===== config.mk =====
export PLATFORM = sky130hd
export DESIGN_NAME = wsc_core
export DESIGN_NICKNAME = d
export VERILOG_FILES = /design/src/hdl/wsc_pkg.sv /design/src/hdl/wsc_core.sv
export SDC_FILE = /design/constraint.sdc
export NUM_CORES = 1
export LEC_CHECK = 0
export BUFFER_PORTS_ARGS = -buffer_cell sky130_fd_sc_hd__buf_2
export CORE_ASPECT_RATIO = 1.25
export CORE_MARGIN = 5
export CORE_UTILIZATION = 35
export CTS_BUF_LIST = sky130_fd_sc_hd__clkbuf_8
export DETAILED_ROUTE_END_ITERATION = 16
export GPL_TIMING_DRIVEN = 0
export MAX_ROUTING_LAYER = met4
export PLACE_DENSITY = 0.6
export SYNTH_ARGS = -nofsm -noshare
export SYNTH_HDL_FRONTEND = slang
export SYNTH_SLANG_ARGS = --single-unit

===== constraint.sdc =====
create_clock -name clk -period 3.5 [get_ports clk]
set_clock_uncertainty 0.1 [all_clocks]
set_input_delay 0 -clock clk [delete_from_list [all_inputs] [get_ports clk]]
set_output_delay 0 -clock clk [all_outputs]
set_load 0.05 [all_outputs]

===== src/hdl/wsc_pkg.sv =====
// Package for the wake-up sequencer and clock control core
package wsc_pkg;
	// Register byte addresses (printed offsets are not all multiples of four: index * 4)
	localparam logic [7:0] IDX_CONFIG = 8'h00;
	localparam logic [7:0] IDX_ON_TIME = 8'h03;
	localparam logic [7:0] IDX_OFF_TIME = 8'h04;
	localparam logic [7:0] IDX_LOWER_TH = 8'h06;
	localparam logic [7:0] IDX_UPPER_TH = 8'h07;
	localparam logic [7:0] IDX_ADC_SRC_TH = 8'h08;
	localparam logic [7:0] IDX_CLK_DIV = 8'h0d;
	localparam logic [7:0] IDX_BLOCK_PWR = 8'h0f;
	localparam logic [7:0] IDX_STATUS = 8'h80;
	localparam logic [7:0] IDX_ADC_RESULT = 8'h81;
	// Config word fields
	localparam int CFG_ADC_CONT = 5;
	localparam int CFG_WIN_CONT = 6;
	localparam int CFG_CLK_EN = 9;
	localparam int CFG_DATA_OUT_EN = 10;
	localparam int CFG_RX_INV = 11;
	localparam int CFG_TEST = 12;
	localparam int CFG_MODE_2 = 13;
	localparam int CFG_MODE_1 = 14;
	localparam logic [15:0] CFG_RESET = 16'h0000;
	localparam logic [7:0] ON_RESET = 8'hc0;
	localparam logic [7:0] OFF_RESET = 8'h80;
	localparam logic [7:0] ADC_SRC_RESET = 8'hff;
	localparam logic [7:0] CLK_DIV_RESET = 8'h08;
	localparam logic [15:0] BLOCK_PWR_RESET = 16'hffff;
	localparam int ADC_SELECT_BIT = 6;
	// Time figures and cycle counts at 250 MHz
	localparam int CLK_HZ = 250000000;
	localparam int RC_TICK_NS = 31250;
	localparam int WAKE_PULSE_NS = 15000;
	localparam int DETECT_SETUP_US = 2600;
	localparam int CLOCK_SETUP_US = 500;
	localparam int RC_TICK_CYC = RC_TICK_NS / 4;
	localparam int WAKE_PULSE_CYC = WAKE_PULSE_NS / 4;
	localparam int DETECT_SETUP_CYC = DETECT_SETUP_US * 250;
	localparam int CLOCK_SETUP_CYC = CLOCK_SETUP_US * 250;
	// AXI responses
	localparam logic [1:0] RESP_OKAY = 2'b00;
	localparam logic [1:0] RESP_SLVERR = 2'b10;
	// Clock output sources
	typedef enum logic [1:0] {WSC_SRC_DIV = 2'b00, WSC_SRC_XTAL = 2'b01, WSC_SRC_RC = 2'b10,
		WSC_SRC_WIN = 2'b11} wsc_clk_src_t;
	typedef enum logic [1:0] {WSC_SLAVE = 2'b00, WSC_ON = 2'b01, WSC_OFF = 2'b11} wsc_state_t;
	typedef struct packed {
		logic [5:0] rssi;
		logic rssi_valid;
		logic win_done;
		logic [11:0] gate_count;
	} wsc_meas_t;
endpackage


===== src/hdl/wsc_core.sv =====
// Wake-up logic, sequencer, clock divider and ADC source control with AXI4-Lite registers
//
// Overview of operation
// - Mode field picks slave, timer or polling
// - Reset enters slave mode, pins rule
// - Polling cycles on/off in 31.25us ticks
// - Polling enables detect, 15us wake low pulse
// - One-shot valid pulse 2.6ms after on start
// - Continuous mode pulses every valid decision
// - Polling gates clock to on interval unless D9
// - Timer mode pulses wake after each period
// - Valid from RSSI and rate window
// - Data pin gated by enable, invert bits
// - Reset clock out is 1.06MHz default
// - Wake high at start extends clock
// - Clock stops in power-down unless D9 or polling on interval
// - Detect and transmit setup delays honoured
// - Test mode takes block power register
// - Output select picks clock source
// - Divide ratio is two times (code plus one)
// - Select bit routes ADC input
// - ADC result shows power-down and select
`timescale 1ns/1ps
`default_nettype none
module wsc_core
	import wsc_pkg::*;
#(
	parameter int DETECT_SETUP = wsc_pkg::DETECT_SETUP_CYC,
	parameter int CLOCK_SETUP = wsc_pkg::CLOCK_SETUP_CYC,
	parameter int TX_SETUP = 4000,
	parameter int RC_TICK = wsc_pkg::RC_TICK_CYC
) (
	// Clock and reset
	input wire logic clk,
	input wire logic rst_n,
	// AXI4-Lite slave
	input wire logic [11:0] s_axi_awaddr,
	input wire logic s_axi_awvalid,
	output logic s_axi_awready,
	input wire logic [31:0] s_axi_wdata,
	input wire logic [3:0] s_axi_wstrb,
	input wire logic s_axi_wvalid,
	output logic s_axi_wready,
	output logic [1:0] s_axi_bresp,
	output logic s_axi_bvalid,
	input wire logic s_axi_bready,
	input wire logic [11:0] s_axi_araddr,
	input wire logic s_axi_arvalid,
	output logic s_axi_arready,
	output logic [31:0] s_axi_rdata,
	output logic [1:0] s_axi_rresp,
	output logic s_axi_rvalid,
	input wire logic s_axi_rready,
	// Wake pin (open drain, active low pulse)
	input wire logic wake_pin_in,
	output logic wake_pin_out,
	output logic wake_pin_oe,
	// Control pins
	input wire logic receive_transmit_select_pin,
	input wire logic modulation_select_pin,
	// Data pin
	input wire logic rx_data,
	output logic data_pin_out,
	output logic data_pin_oe,
	// Clock sources and measurements
	input wire logic xtal_clk_en,
	input wire logic rc_clk_en,
	input wire wsc_pkg::wsc_meas_t meas,
	// Clock output and analog controls
	output logic clk_out,
	output logic [15:0] block_enable,
	output logic adc_select,
	output logic detect_enable,
	output logic pa_enable
);
	import wsc_pkg::*;

	logic [15:0] cfg;
	logic [7:0] on_time, off_time, adc_src_th, clk_div_reg;
	logic [11:0] lower_th, upper_th;
	logic [15:0] block_pwr;
	wsc_state_t state;
	logic [7:0] tick_cnt;
	logic [12:0] rc_cnt;
	logic rc_tick;
	logic [19:0] setup_cnt;
	logic [13:0] pulse_cnt;
	logic valid_q, setup_done, started, clk_ok, div_q;
	logic [4:0] div_cnt;
	logic [7:0] status_q;
	logic [7:0] adc_result;

	// Mode decode, used by several processes
	function automatic logic [1:0] mode_of(input logic [15:0] c);
		if (c[CFG_MODE_1])
			return 2'b10;
		return {1'b0, c[CFG_MODE_2]};
	endfunction
	wire logic polling = mode_of(cfg) == 2'b10;
	wire logic timer_mode = mode_of(cfg) == 2'b01;
	wire logic power_down = wake_pin_in;
	wire logic rx_active = !power_down && receive_transmit_select_pin;

	// Write channel: take address and data in either order
	logic aw_held, w_held;
	logic [11:0] aw_addr;
	logic [31:0] w_data;
	assign s_axi_awready = !aw_held && !s_axi_bvalid;
	assign s_axi_wready = !w_held && !s_axi_bvalid;
	wire logic aw_now = aw_held || s_axi_awvalid;
	wire logic w_now = w_held || s_axi_wvalid;
	wire logic [11:0] wa = aw_held ? aw_addr : s_axi_awaddr;
	wire logic [31:0] wd = w_held ? w_data : s_axi_wdata;
	wire logic do_wr = aw_now && w_now && !s_axi_bvalid;
	wire logic [9:0] widx = wa[11:2];
	always_ff @(posedge clk or negedge rst_n) begin
		if (!rst_n) begin
			aw_held <= 1'b0;
			w_held <= 1'b0;
			aw_addr <= 12'h000;
			w_data <= 32'h00000000;
			s_axi_bvalid <= 1'b0;
			s_axi_bresp <= RESP_OKAY;
		end else begin
			if (s_axi_awvalid && s_axi_awready && !do_wr) begin
				aw_held <= 1'b1;
				aw_addr <= s_axi_awaddr;
			end
			if (s_axi_wvalid && s_axi_wready && !do_wr) begin
				w_held <= 1'b1;
				w_data <= s_axi_wdata;
			end
			if (do_wr) begin
				aw_held <= 1'b0;
				w_held <= 1'b0;
				s_axi_bvalid <= 1'b1;
				case (widx[7:0])
					IDX_CONFIG, IDX_ON_TIME, IDX_OFF_TIME, IDX_LOWER_TH, IDX_UPPER_TH,
					IDX_ADC_SRC_TH, IDX_CLK_DIV, IDX_BLOCK_PWR: begin
						s_axi_bresp <= (widx[9:8] == 2'b00) ? RESP_OKAY : RESP_SLVERR;
					end
					default: begin
						s_axi_bresp <= RESP_SLVERR;
					end
				endcase
			end else if (s_axi_bready) begin
				s_axi_bvalid <= 1'b0;
			end
		end
	end

	// Register stores, low two byte lanes
	function automatic logic [15:0] merge(input logic [15:0] old, input logic [31:0] d, input logic [3:0] s);
		return {s[1] ? d[15:8] : old[15:8], s[0] ? d[7:0] : old[7:0]};
	endfunction
	wire logic wr_ok = do_wr && widx[9:8] == 2'b00;
	always_ff @(posedge clk or negedge rst_n) begin
		if (!rst_n) begin
			cfg <= CFG_RESET;
			on_time <= ON_RESET;
			off_time <= OFF_RESET;
			lower_th <= 12'h000;
			upper_th <= 12'h000;
			adc_src_th <= ADC_SRC_RESET;
			clk_div_reg <= CLK_DIV_RESET;
			block_pwr <= BLOCK_PWR_RESET;
		end else if (wr_ok) begin
			case (widx[7:0])
				IDX_CONFIG: cfg <= merge(cfg, wd, s_axi_wstrb);
				IDX_ON_TIME: on_time <= s_axi_wstrb[0] ? wd[7:0] : on_time;
				IDX_OFF_TIME: off_time <= s_axi_wstrb[0] ? wd[7:0] : off_time;
				IDX_LOWER_TH: lower_th <= 12'(merge({4'h0, lower_th}, wd, s_axi_wstrb));
				IDX_UPPER_TH: upper_th <= 12'(merge({4'h0, upper_th}, wd, s_axi_wstrb));
				IDX_ADC_SRC_TH: adc_src_th <= s_axi_wstrb[0] ? wd[7:0] : adc_src_th;
				IDX_CLK_DIV: clk_div_reg <= s_axi_wstrb[0] ? (wd[7:0] & 8'h3f) : clk_div_reg;
				IDX_BLOCK_PWR: block_pwr <= merge(block_pwr, wd, s_axi_wstrb);
				default: cfg <= cfg;
			endcase
		end
	end

	// Read channel, one cycle answer
	assign s_axi_arready = !s_axi_rvalid;
	wire logic [9:0] ridx = s_axi_araddr[11:2];
	always_ff @(posedge clk or negedge rst_n) begin
		if (!rst_n) begin
			s_axi_rvalid <= 1'b0;
			s_axi_rdata <= 32'h00000000;
			s_axi_rresp <= RESP_OKAY;
		end else if (s_axi_arvalid && s_axi_arready) begin
			s_axi_rvalid <= 1'b1;
			s_axi_rresp <= (ridx[9:8] == 2'b00) ? RESP_OKAY : RESP_SLVERR;
			case (ridx[7:0])
				IDX_CONFIG: s_axi_rdata <= {16'h0000, cfg};
				IDX_ON_TIME: s_axi_rdata <= {24'h000000, on_time};
				IDX_OFF_TIME: s_axi_rdata <= {24'h000000, off_time};
				IDX_LOWER_TH: s_axi_rdata <= {20'h00000, lower_th};
				IDX_UPPER_TH: s_axi_rdata <= {20'h00000, upper_th};
				IDX_ADC_SRC_TH: s_axi_rdata <= {24'h000000, adc_src_th};
				IDX_CLK_DIV: s_axi_rdata <= {24'h000000, clk_div_reg};
				IDX_BLOCK_PWR: s_axi_rdata <= {16'h0000, block_pwr};
				IDX_STATUS: s_axi_rdata <= {24'h000000, status_q};
				IDX_ADC_RESULT: s_axi_rdata <= {24'h000000, adc_result};
				default: begin
					s_axi_rdata <= 32'h00000000;
					s_axi_rresp <= RESP_SLVERR;
				end
			endcase
		end else if (s_axi_rready) begin
			s_axi_rvalid <= 1'b0;
		end
	end

	// 31.25us tick counted on clk, RC_TICK cycles per tick
	always_ff @(posedge clk or negedge rst_n) begin
		if (!rst_n) begin
			rc_cnt <= 13'h0000;
			rc_tick <= 1'b0;
		end else begin
			rc_tick <= rc_cnt == 13'(RC_TICK - 1);
			rc_cnt <= (rc_cnt == 13'(RC_TICK - 1)) ? 13'h0000 : rc_cnt + 13'h0001;
		end
	end

	// Interval state machine
	wire logic cycling = polling || timer_mode;
	// Counts the closing tick too, so a period is exactly on plus off ticks
	wire logic period_end = state == WSC_OFF && rc_tick && (tick_cnt + 8'h01 >= off_time);
	always_ff @(posedge clk or negedge rst_n) begin
		if (!rst_n) begin
			state <= WSC_SLAVE;
			tick_cnt <= 8'h00;
		end else begin
			case (state)
				WSC_SLAVE: begin
					tick_cnt <= 8'h00;
					if (cycling && setup_done)
						state <= WSC_ON;
				end
				WSC_ON: begin
					if (!cycling) begin
						state <= WSC_SLAVE;
					end else if (rc_tick) begin
						tick_cnt <= tick_cnt + 8'h01;
						if (tick_cnt + 8'h01 >= on_time) begin
							state <= WSC_OFF;
							tick_cnt <= 8'h00;
						end
					end
				end
				WSC_OFF: begin
					if (!cycling) begin
						state <= WSC_SLAVE;
					end else if (rc_tick) begin
						tick_cnt <= tick_cnt + 8'h01;
						if (period_end) begin
							state <= (on_time == 8'h00) ? WSC_OFF : WSC_ON;
							tick_cnt <= 8'h00;
						end
					end
				end
				default: state <= WSC_SLAVE;
			endcase
		end
	end

	// Setup timing: system, detect and transmit delays share one counter
	wire logic on_start = state != WSC_ON || !rx_active;
	always_ff @(posedge clk or negedge rst_n) begin
		if (!rst_n) begin
			setup_cnt <= 20'h00000;
			started <= 1'b0;
			setup_done <= 1'b0;
		end else begin
			if (!power_down)
				started <= 1'b1;
			if (!started || (power_down && !cycling) || (polling && on_start && state != WSC_ON))
				setup_cnt <= 20'h00000;
			else if (setup_cnt != 20'(DETECT_SETUP))
				setup_cnt <= setup_cnt + 20'h00001;
			if (started && setup_cnt == 20'(DETECT_SETUP))
				setup_done <= 1'b1;
		end
	end
	wire logic detect_ready = setup_cnt == 20'(DETECT_SETUP);
	assign detect_enable = cfg[CFG_TEST] ? !block_pwr[13] : (polling && state == WSC_ON && detect_ready) ||
		(!cycling && rx_active && detect_ready);
	assign pa_enable = cfg[CFG_TEST] ? !block_pwr[2] : (!power_down && !receive_transmit_select_pin &&
		setup_cnt >= 20'(TX_SETUP));
	assign block_enable = cfg[CFG_TEST] ? ~block_pwr : {16{!power_down || cycling}};

	// Data valid judgement
	wire logic [11:0] gc = meas.gate_count;
	wire logic rate_in = gc > lower_th && gc < upper_th;
	wire logic rate_half = gc > {1'b0, lower_th[11:1]} && gc < {1'b0, upper_th[11:1]};
	wire logic rssi_ok = meas.rssi_valid && meas.rssi > adc_src_th[5:0];
	wire logic data_valid = detect_enable && meas.win_done && rssi_ok && (rate_in || rate_half);
	logic fired;
	always_ff @(posedge clk or negedge rst_n) begin
		if (!rst_n) begin
			fired <= 1'b0;
			valid_q <= 1'b0;
		end else begin
			valid_q <= data_valid;
			if (state != WSC_ON)
				fired <= 1'b0;
			else if (data_valid && !cfg[CFG_ADC_CONT])
				fired <= 1'b1;
		end
	end
	wire logic cont = cfg[CFG_ADC_CONT] && cfg[CFG_WIN_CONT];
	wire logic valid_evt = polling && data_valid && !valid_q && (cont || !fired);
	wire logic timer_evt = timer_mode && period_end;

	// Wake pulse, 15us low
	always_ff @(posedge clk or negedge rst_n) begin
		if (!rst_n)
			pulse_cnt <= 14'h0000;
		else if (valid_evt || timer_evt)
			pulse_cnt <= 14'(WAKE_PULSE_CYC);
		else if (pulse_cnt != 14'h0000)
			pulse_cnt <= pulse_cnt - 14'h0001;
	end
	assign wake_pin_out = 1'b0;
	assign wake_pin_oe = pulse_cnt != 14'h0000;

	// Data pin: ground unless enabled in receive; always ground in power-down
	assign data_pin_oe = 1'b1;
	assign data_pin_out = (cfg[CFG_DATA_OUT_EN] && rx_active) ? (rx_data ^ cfg[CFG_RX_INV]) : 1'b0;

	// Status and ADC feedback
	always_ff @(posedge clk or negedge rst_n) begin
		if (!rst_n) begin
			status_q <= 8'h00;
			adc_result <= 8'h00;
		end else begin
			status_q <= {gc < lower_th, rate_in, gc > upper_th, gc < {1'b0, lower_th[11:1]}, rate_half,
				gc > {1'b0, upper_th[11:1]}, meas.rssi == adc_src_th[5:0], meas.rssi > adc_src_th[5:0]};
			if (meas.rssi_valid)
				adc_result <= {!block_enable[12], adc_select, meas.rssi};
		end
	end
	assign adc_select = adc_src_th[ADC_SELECT_BIT];

	// Clock divider: ratio 2*(code+1)
	wire logic [4:0] half = {1'b0, clk_div_reg[3:0]};
	always_ff @(posedge clk or negedge rst_n) begin
		if (!rst_n) begin
			div_cnt <= 5'h00;
			div_q <= 1'b0;
		end else if (xtal_clk_en) begin
			if (div_cnt >= half) begin
				div_cnt <= 5'h00;
				div_q <= !div_q;
			end else begin
				div_cnt <= div_cnt + 5'h01;
			end
		end
	end
	logic clk_src_q;
	always_ff @(posedge clk or negedge rst_n) begin
		if (!rst_n)
			clk_src_q <= 1'b0;
		else
			case (wsc_clk_src_t'(clk_div_reg[5:4]))
				WSC_SRC_DIV: clk_src_q <= div_q;
				WSC_SRC_XTAL: clk_src_q <= xtal_clk_en;
				WSC_SRC_RC: clk_src_q <= rc_clk_en;
				default: clk_src_q <= meas.win_done;
			endcase
	end
	// Clock runs before first activation and whenever awake; polling gates it by interval
	assign clk_ok = cfg[CFG_CLK_EN] || !started || !power_down ||
		(polling && state == WSC_ON);
	always_ff @(posedge clk or negedge rst_n) begin
		if (!rst_n)
			clk_out <= 1'b0;
		else
			clk_out <= clk_ok && clk_src_q;
	end
endmodule
`default_nettype wire


Yosys cells after proc, flatten, opt, wreduce, memory -nomap -nowiden
Cells that the tools add are included.
{"block": "word_totals", "input_bits": 93, "romBits": 0, "elab_cells": 242, "mem_count": 0, "ram_bits": 0, "register_bits": 240, "latch_bits": 0, "out_inout_bits": 65}
{"block": "classes", "bitwise": 2, "mux": 47, "div": 0, "mul": 0, "eq_ne": 36, "addsub": 5, "shifts": 0, "n_lt_le_gt_ge": 13, "reduce_logical": 102}
{"cell": "$pmux W16 S10", "count": 1}
{"cell": "$eq A8 B3 Y1 const B", "count": 6}
{"cell": "$eq A8 B4 Y1 const B", "count": 6}
{"cell": "$mux W8", "count": 6}
{"cell": "$mux W20", "count": 2}
{"cell": "$logic_and A1 B1 Y1", "count": 38}
{"cell": "$reduce_and A3 Y1", "count": 12}
{"cell": "$mux W16", "count": 2}
{"cell": "$mux W14", "count": 2}
{"cell": "$mux W2", "count": 14}
{"cell": "$gt A12 B11 Y1", "count": 2}
{"cell": "$gt A12 B12 Y1", "count": 2}
{"cell": "$logic_not A8 Y1", "count": 3}
{"cell": "$lt A12 B11 Y1", "count": 2}
{"cell": "$lt A12 B12 Y1", "count": 2}
{"cell": "$pmux W8 S3", "count": 1}
{"cell": "$add A20 B1 Y20 const B", "count": 1}
{"cell": "$eq A20 B20 Y1 const B", "count": 1}
{"cell": "$ge A20 B12 Y1 const B", "count": 1}
{"cell": "$ne A20 B20 Y1 const B", "count": 1}
{"cell": "$logic_not A1 Y1", "count": 17}
{"cell": "$eq A8 B2 Y1 const B", "count": 2}
{"cell": "$eq A8 B8 Y1 const B", "count": 2}
{"cell": "$ge A8 B8 Y1", "count": 2}
{"cell": "other kinds (30)", "count": 77}

Depth between registers and ports, before layout
Gate-level depths: netlist of the first run.
{"block": "logic_depth", "depth_word": 17, "mapped_depth": 13, "mapped_depth_nobuf": 13}

Worst setup path before layout of the first run
Ideal clock, no wire load.
{"block": "synth_path", "kind": "reg2reg", "from": "register setup_cnt[17]", "to": "register pulse_cnt[0]", "slack_ns": -0.545, "path_stages_with_launch": 8, "t_required_ns": 3.253, "path_buffers": 0, "arrival_time_ns": 3.798, "setup_ns": 0.147, "cell_sequence": "dfrtp_1 or3_1 or4_1 o41ai_1 and3_1 and3_1 o21a_1 nor3_1"}
{"block": "synth_via", "elab_chain_len": 12, "word_cells_on_any_way": 14}
{"item": "start, declared", "line_no": "wsc_core.sv:86", "rtl": "logic [19:0] setup_cnt;"}
{"item": "start signal, assigned", "line_no": "wsc_core.sv:280", "rtl": "setup_cnt <= setup_cnt + 20'h00001;"}
{"item": "$eq A20 B20 Y1 *", "line_no": "wsc_core.sv:285", "rtl": "wire logic detect_ready = setup_cnt == 20'(DETECT_SETUP);"}
{"item": "$logic_and A1 B1 Y1, on equally long branches", "line_no": "wsc_core.sv:286, wsc_core.sv:287"}
{"item": "$logic_or A1 B1 Y1 *", "line_no": "wsc_core.sv:286", "rtl": "assign detect_enable = cfg[CFG_TEST] ? !block_pwr[13] : (polling && state == WSC_ON && detect_ready) ||"}
{"item": "$mux W1 *", "line_no": "wsc_core.sv:286"}
{"item": "net detect_enable", "line_no": "wsc_core.sv:73", "rtl": "output logic detect_enable,"}
{"item": "$logic_and A1 B1 Y1 * (3 in a row)", "line_no": "wsc_core.sv:297", "rtl": "wire logic data_valid = detect_enable && meas.win_done && rssi_ok && (rate_in || rate_half);"}
{"item": "$logic_and A1 B1 Y1 * (3 in a row)", "line_no": "wsc_core.sv:312", "rtl": "wire logic valid_evt = polling && data_valid && !valid_q && (cont || !fired);"}
{"item": "$logic_or A1 B1 Y1 *", "line_no": "wsc_core.sv:319", "rtl": "else if (valid_evt || timer_evt)"}
{"item": "$mux W14 / $reduce_bool A2 Y1 (equally long branches)"}
{"item": "end signal, assigned", "line_no": "wsc_core.sv:320", "rtl": "pulse_cnt <= 14'(WAKE_PULSE_CYC);"}
{"item": "end signal, assigned", "line_no": "wsc_core.sv:322", "rtl": "pulse_cnt <= pulse_cnt - 14'h0001;"}
{"item": "end, declared", "line_no": "wsc_core.sv:87", "rtl": "logic [13:0] pulse_cnt;"}
The timed path passes the listed nets; every way through them passes the cells marked *.
A chain may end at the register's enable or synchronous reset.

Final worst setup path of the first run
{"block": "layout_path", "from": "input port s_axi_araddr[9]", "to": "register s_axi_rdata[15]"}
{"block": "layout_via", "elab_chain_len": 2, "word_cells_on_any_way": 11}
{"item": "start, declared", "line_no": "wsc_core.sv:47", "rtl": "input wire logic [11:0] s_axi_araddr,"}
{"item": "$eq A8 B8 Y1, or another cell as far along", "line_no": "wsc_core.sv:193", "rtl": "case (ridx[7:0])"}
{"item": "$pmux W16 S10 *", "line_no": "wsc_core.sv:193"}
{"item": "end signal, assigned", "line_no": "wsc_core.sv:194", "rtl": "IDX_CONFIG: s_axi_rdata <= {16'h0000, cfg};"}
{"item": "end signal, assigned", "line_no": "wsc_core.sv:195", "rtl": "IDX_ON_TIME: s_axi_rdata <= {24'h000000, on_time};"}
{"item": "end signal, assigned", "line_no": "wsc_core.sv:196", "rtl": "IDX_OFF_TIME: s_axi_rdata <= {24'h000000, off_time};"}
{"item": "end, declared", "line_no": "wsc_core.sv:50", "rtl": "output logic [31:0] s_axi_rdata,"}
Mark *: on every way between the ends. The rest lies on a longest branch, timed or not.

==> out/results.ini, run 1 <==
[run_status]
outcome = finished clean

[global_routing]
antenna_found_initial = 2
grt_pass1_vias = 10151
gr-usage-met3_pct = 3.53
grt_use_met2_pct = 30.4
use_met1_pct = 23.0
grt_pass1_wl_um = 55200
grt_use_total_pct = 18.4
grt_max_degree = 119
busiest_layer = met2
grt_overflow_total = 0

[yosys]
synthArstFlopShare_pct = 100
synth_flop_cell = dfrtp_1
ys_seq_elements = 220
synth-edff-count = 0
ys_types = 69
ys_warn_count = 0
synth_seq_area_share_pct = 45.6
syn_inst = 1198
postSynthAreaPerCell_um2 = 10.1
syn-cell-area_um2 = 12200

[setup_path]
crit_required_ns = 3.86
end_kind = flip-flop
crit_fanout = 7
reg2regPathDepth = 13
crit_type = in2reg
startpoint_type = primary input
reg2reg_to = tick_cnt[0]$_DFFE_PN0P_
arrival_ns = 3.71
reg2reg_from = tick_cnt[0]$_DFFE_PN0P_
rrSetupSlack_ns = 0.22

[routing]
drt_iter0_drc = 570
vias_per_cell = 5.16
routed_wl_um = 34800
num_vias = 10002
post-route-drc-count = 0
routedWlPerCell_um = 18.0
drt-pass1-iter-count = 5
drtAntennaViolNets = 0

[timing]
hold_violations = 0
finalCritPeriodShare_pct = 95.8
final_max_slew_viol_count = 0
setup_violations = 0
slew_headroom_pct = 31.5
worst_slew_pin_slew_ns = 0.999
finalCriticalPeriod_ns = 3.35
rsz0062_at_grt = false
fmax_ghz = 0.298
tns_ns = 0

[power]
p_per_area_nw_per_um2 = 474
p_leak_nw = 7.04
peakVddDrop_mv = 0.195

[floorplanning]
die_area_um2 = 38600
dieWidth_um = 177
std_cell_rows = 76
core_um2 = 34400
initial_core_util_pct = 35.3
die_y_um = 218
ioPinCount = 158

[layout]
mostFrequentLayoutCells = dfrtp_1 (192), buf_2 (114), nor2_1 (107)
nets = 1613
final_area_um2 = 14900
mostFrequentLayoutCell = dfrtp_1
largest_register_ff_count = 20
area_growth_pct = 22.4
layout-drive-gt1-share_pct = 20.5
fill_cells = 3363
multiInputGateArea_um2 = 6130
seqCellArea_um2 = 5540
top_register = setup_cnt

[clock_tree]
htree_levels = 2
cts_tree = yes
cts.sinks = 220
cts_buffers = 38
clk_pin_slew_worst_paths_ns = 0.06
clock_latency_ns = 0.54
clock_path_buffers = 3
cts-root-buf = clkbuf_8
post-cts-setup-buffers = 0

[placed_design]
hpwl_um = 26200
gp_congestion = 0.910
portBuffers = 112
placed_area_um2 = 13400

[run]
cap_violations = 0

[worst_hold_path]
hold_path_class = in2async

-- metal layers --
layer / part of all wire, % / vias up
met3: 5.8 / 67
met5: 0 / -
li1: - / 4750
met1: 44 / 4895
met2: 48 / 290
met4: 3.0 / 0
-- area by class of cell --
| type | instances | share of cell area [%] |
|---|---|---|
| Antenna cell | 2 | 0.0336 |
| Buffer | 56 | 2.02 |
| Clock buffer | 48 | 4.44 |
| Clock inverter | 21 | 0.555 |
| Inverter | 73 | 1.84 |
| Multi-Input combinational cell | 867 | 41.2 |
| Sequential cell | 220 | 37.2 |
| Tap cell | 468 | 3.94 |
| Timing Repair Buffer | 182 | 8.78 |
-- cells by family after synthesis --
logic type | count (synthesis) | share of synthesized area [%]
flip-flops | 220 | 45.6
other | 2 | 0.0618
buffers and inverters | 129 | 4.72
multiplexers | 108 | 9.97
AO/OA/AOI/OAI | 258 | 13.5
XOR/XNOR | 47 | 3.39
adder cells (fa/ha/maj) | 82 | 8.44
AND/OR/NAND/NOR | 352 | 14.4
-- cells in the mapped netlist (3+ instances only) --
master     number  area, um2
ha_1           82       1030
o21bai_1        3       22.5
mux2i_1        36        360
nor2_1        108        405
o21ai_0        55        275
nor4b_1         4       35.0
a21boi_0        6       45.0
mux2_2         63        709
nand4_1        13       81.3
nor4_1          8       50.1
nand4b_1        5       43.8
nand2b_1       12       75.1
mux2_4          8        120
a21oi_1        78        390
clkbuf_1       29        109
a21o_1          8       60.1
a211o_1         3       26.3
a22oi_1        22        165
nor3_1         24        120
or3_1           7       43.8
and2_1          3       18.8
o211ai_1        4       30.0
o221ai_1        3       26.3
nand3b_1        3       22.5
nand2_1        78        293
o21ai_1         8       40.0
o41ai_1         3       26.3
o31ai_1         6       45.0
a22o_1         13        114
a2111oi_0       5       43.8
nor2b_1        12       75.1
and3_1         19        119
dfstp_2        28        736
o22ai_1        14       87.6
buf_2           3       15.0
xor2_1         24        210
o21a_1          6       45.0
buf_4          21        158
inv_1          73        274
xnor2_1        23        201
a222oi_1        5       50.1
or4_1           6       45.0
a211oi_1        6       45.0
dfrtp_1       192       4800
nand3_1        36        180
-- worst max-delay path by stage --
| stage | from | endpoint | slack, ns | cells after the start |
|---|---|---|---|---|
| floorplan | setup_cnt[17]$_DFFE_PN0P_ | pulse_cnt[0]$_DFFE_PN0P_ | 0.19 | 7 |
| global placement | rst_n | aw_addr[7]$_DFFE_PN0P_ | -1.57 | 1 |
| detailed placement | tick_cnt[0]$_DFFE_PN0P_ | tick_cnt[0]$_DFFE_PN0P_ | 0.22 | 13 |
| CTS | s_axi_araddr[9] | s_axi_rdata[15]$_DFFE_PN0P_ | 0.20 | 8 |
| global route | tick_cnt[0]$_DFFE_PN0P_ | tick_cnt[0]$_DFFE_PN0P_ | 0.02 | 13 |
| finish | s_axi_araddr[9] | s_axi_rdata[15]$_DFFE_PN0P_ | 0.15 | 8 |
-- power by group --
group / internal [mW] / total, mW / switching [mW] / leakage (nW)
Combinational: 0.664 / 1.75 / 1.08 / 3.92
Sequential: 2.84 / 3.04 / 0.196 / 2.67
Clock: 1.23 / 2.27 / 1.04 / 0.453
-- critical path: stages --
cell	delay [ns]
dlygate4sd3_1	0.58
buf_2	0.16
nor4_1	0.86
nand2b_1	0.32
nor4_2	0.77
dlygate4sd3_1	0.75
a22oi_1	0.12
o21ai_0	0.15
-- repair_timing --
action | 4_1_cts | 5_1_grt
hold buffers | 68 | 0
endpoints found under the setup margin | 0 | 8
hold endpoints to repair | 276 | 0
resized for setup | 0 | 1
-- per-stage QoR --
| step | hold WS [ns] | util, % | cells | power [mW] | setup slack [ns] |
|---|---|---|---|---|---|
| 2_1_floorplan | -0.396 | - | 1216 | 4.16 | 0.192 |
| 3_3_place_gp | 0.0881 | 38.9 | 1796 | 4.68 | -1.57 |
| 3_5_place_dp | -0.259 | 39.1 | 1798 | 4.73 | 0.224 |
| 4_1_cts | 0.0352 | 43.2 | 1935 | 7.14 | 0.204 |
| 5_1_grt | 0.0841 | 43.2 | 1937 | 7.44 | 0.0217 |
| 6_report | 0.0133 | 43.2 | 1937 | 7.06 | 0.148 |
Power figures use the tool's default switching activity.
==> inputs of run 2 (changes only) <==
- clock period: 3.5 -> 3.2 ns (I/O delays scaled with it)
==> run 2 against run 1 <==
- global-route usage is 0.17 points higher
- clock power is 8.8% higher
- count of clock-buffer cells in the layout shrank 1
- flip-flop and latch count did not move
- routed wire length about the same
- register-to-register slack got worse by 0.03 ns
- design area is 0.61% higher
- critical path depth rose by 4
- first-iteration DRC count up 26%
- worst hold slack improved by 0.0063 ns
- highest routed layer unchanged
==> out/results.ini, run 2 (synthesis gave the netlist of run 1 again) <==
[setup_path]
path_buf_inv = 1  ; -2
end_kind = flip-flop
path_cells = and3_1, nand3_1, inv_1, and3_1, xor2_2, ha_1, nand2_1, nor3_1, a22oi_2, a21oi_2, nor2_4, mux2_2
reg2regPathDepth = 12  ; -1
path_depth = 12  ; +4
slowest_delay_ns = 0.46  ; -0.40 ns
arrival_ns = 3.34  ; -0.37 ns
cpMostUsedCell = and3_1
crit_fanout = 8  ; +1
crit_required_ns = 3.53  ; -0.33 ns
slowest_stage = dfrtp_1
crit_type = reg2reg
startpoint_type = flip-flop
crit_family = simple AND/OR/NAND/NOR gates

[routing]
post-route-drc-count = 0  ; unchanged
routedWlPerCell_um = 18.0  ; about the same
num_vias = 9903  ; -0.99%
drt-pass1-iter-count = 7  ; +2
vias_per_cell = 5.12  ; -0.94%
drtAntennaViolNets = 0  ; unchanged
routed_wl_um = 34800  ; about the same
drt_iter0_drc = 718  ; +26%

[timing]
slew_headroom_pct = 27.8  ; -3.7 points
finalCritPeriodShare_pct = 94.0
tns_ns = 0  ; unchanged
finalCriticalPeriod_ns = 3.01
hold_violations = 0  ; unchanged
worst_slew_pin_slew_ns = 1.05  ; +0.0533 ns
setup_violations = 0  ; unchanged
fmax_ghz = 0.332
final_max_slew_viol_count = 0  ; unchanged

[worst_hold_path]
hold_path_class = in2reg
hold-path-cell-count = 4

[global_routing]
grt_max_degree = 101  ; -15%
antenna_found_initial = 2  ; unchanged
grt_pass1_vias = 10204  ; +0.52%
grt_use_total_pct = 18.6  ; +0.17 points
grt_overflow_total = 0  ; unchanged
grt_pass1_wl_um = 55700  ; +0.91%

[clock_tree]
clk_pin_slew_worst_paths_ns = 0.06  ; about the same
cts.sinks = 220  ; unchanged
htree_levels = 2  ; unchanged
cts_buffers = 38  ; unchanged
clock_path_buffers = 3  ; unchanged
clock_latency_ns = 0.55  ; about the same
cts_tree = yes
cts-root-buf = clkbuf_8

[placed_design]
place_inst = 1798  ; unchanged
placed_area_um2 = 13500  ; about the same
gp_congestion = 0.937  ; +3.0%
portBuffers = 112  ; unchanged
hpwl_um = 26200  ; +0.27%

[run_status]
outcome = finished clean

[layout]
instances_no_fill = 1936  ; -0.052%
nets = 1615  ; +0.12%
mostFrequentLayoutCell = dfrtp_1
largest_register_ff_count = 20  ; unchanged
layout-drive-gt1-share_pct = 21.3  ; +0.76 points
mostFrequentLayoutCells = dfrtp_1 (192), buf_2 (114), nor2_1 (106)
area_growth_pct = 23.2
top_register = setup_cnt
utilization_pct = 43.5  ; +0.27 points
final_area_um2 = 15000  ; +0.61%

[power]
p_leak_nw = 7.07  ; +0.47%
peakVddDrop_mv = 0.240  ; +23%
p_per_area_nw_per_um2 = 515  ; +8.6%

[floorplanning]
initial_core_util_pct = 35.3  ; unchanged
std_cell_rows = 76  ; unchanged
ioPinCount = 158  ; unchanged
dieWidth_um = 177  ; unchanged
core_um2 = 34400  ; unchanged
die_area_um2 = 38600  ; unchanged
die_y_um = 218  ; unchanged

[run]
cap_violations = 0  ; unchanged

run 2: worst reg2reg max path, cell delays in order, from the launching register on:
cell	delay, ns
dfrtp_1	0.46
and3_1	0.21
nand3_1	0.14
inv_1	0.07
and3_1	0.21
xor2_2	0.17
ha_1	0.32
nand2_1	0.07
nor3_1	0.24
a22oi_2	0.16
a21oi_2	0.33
nor2_4	0.12
mux2_2	0.30
run 2: layout make-up:
type | instances | area (um2)
multi-input cells | 867 | 6210
clock buffers | 47 | 647
inverters | 73 | 274
fillers | 3401 | 19500
repair buffers | 184 | 1330
well taps | 468 | 586
flip-flops and latches | 220 | 5540
plain buffers | 56 | 300
clock inverters | 19 | 77.6
diodes | 2 | 5.00
run 2: per-stage QoR:
| stage | hold slack [ns] | power, mW | setup slack [ns] |
|---|---|---|---|
| finish | 0.0196 | 7.71 | 0.192 |
| floorplan | -0.396 | 4.55 | 0.210 |
| global route | 0.0393 | 8.11 | -0.00486 |
| CTS | 0.0269 | 7.79 | 0.0602 |
| global placement | 0.0872 | 5.11 | -1.91 |
| detailed placement | -0.217 | 5.17 | -0.112 |
run 2: worst paths after layout:
path	startpoint	to	slack (ns)
min in group asynchronous	rst_n	w_data[10]$_DFFE_PN0P_	0.44
worst max-delay path	tick_cnt[0]$_DFFE_PN0P_	tick_cnt[0]$_DFFE_PN0P_	0.19
worst min-delay path	s_axi_araddr[9]	s_axi_rdata[7]$_DFFE_PN0P_	0.02
worst min register to register	setup_done$_DFFE_PN0P_	setup_done$_DFFE_PN0P_	0.36
worst max register to register	tick_cnt[0]$_DFFE_PN0P_	tick_cnt[0]$_DFFE_PN0P_	0.19
max in group asynchronous	rst_n	rc_cnt[8]$_DFF_PN0_	1.61
run 2: what timing repair did:
action                     in CTS  in global routing
hold buffers                   69                  0
hold endpoints to repair      253                  0
resized for setup               2                 13
setup endpoints to repair       8                 49
setup buffers                   0                  1
run 2: per-layer routing:
metal | routed length [um] | vias up | track usage (%) | part of all wire, %
met1 | 15600 | 4837 | 24.0 | 45
met5 | 0 | - | - | 0
met2 | 16700 | 255 | 30.7 | 48
li1 | - | 4755 | - | -
met4 | 854 | 0 | 5.16 | 2.5
met3 | 1690 | 56 | 2.87 | 4.8
run 2: where the power goes:
part / internal (mW) / total [mW] / switching [mW]
Clock: 1.32 / 2.47 / 1.15
Combinational: 0.733 / 1.92 / 1.19
Sequential: 3.11 / 3.32 / 0.214
Total: 5.16 / 7.71 / 2.55
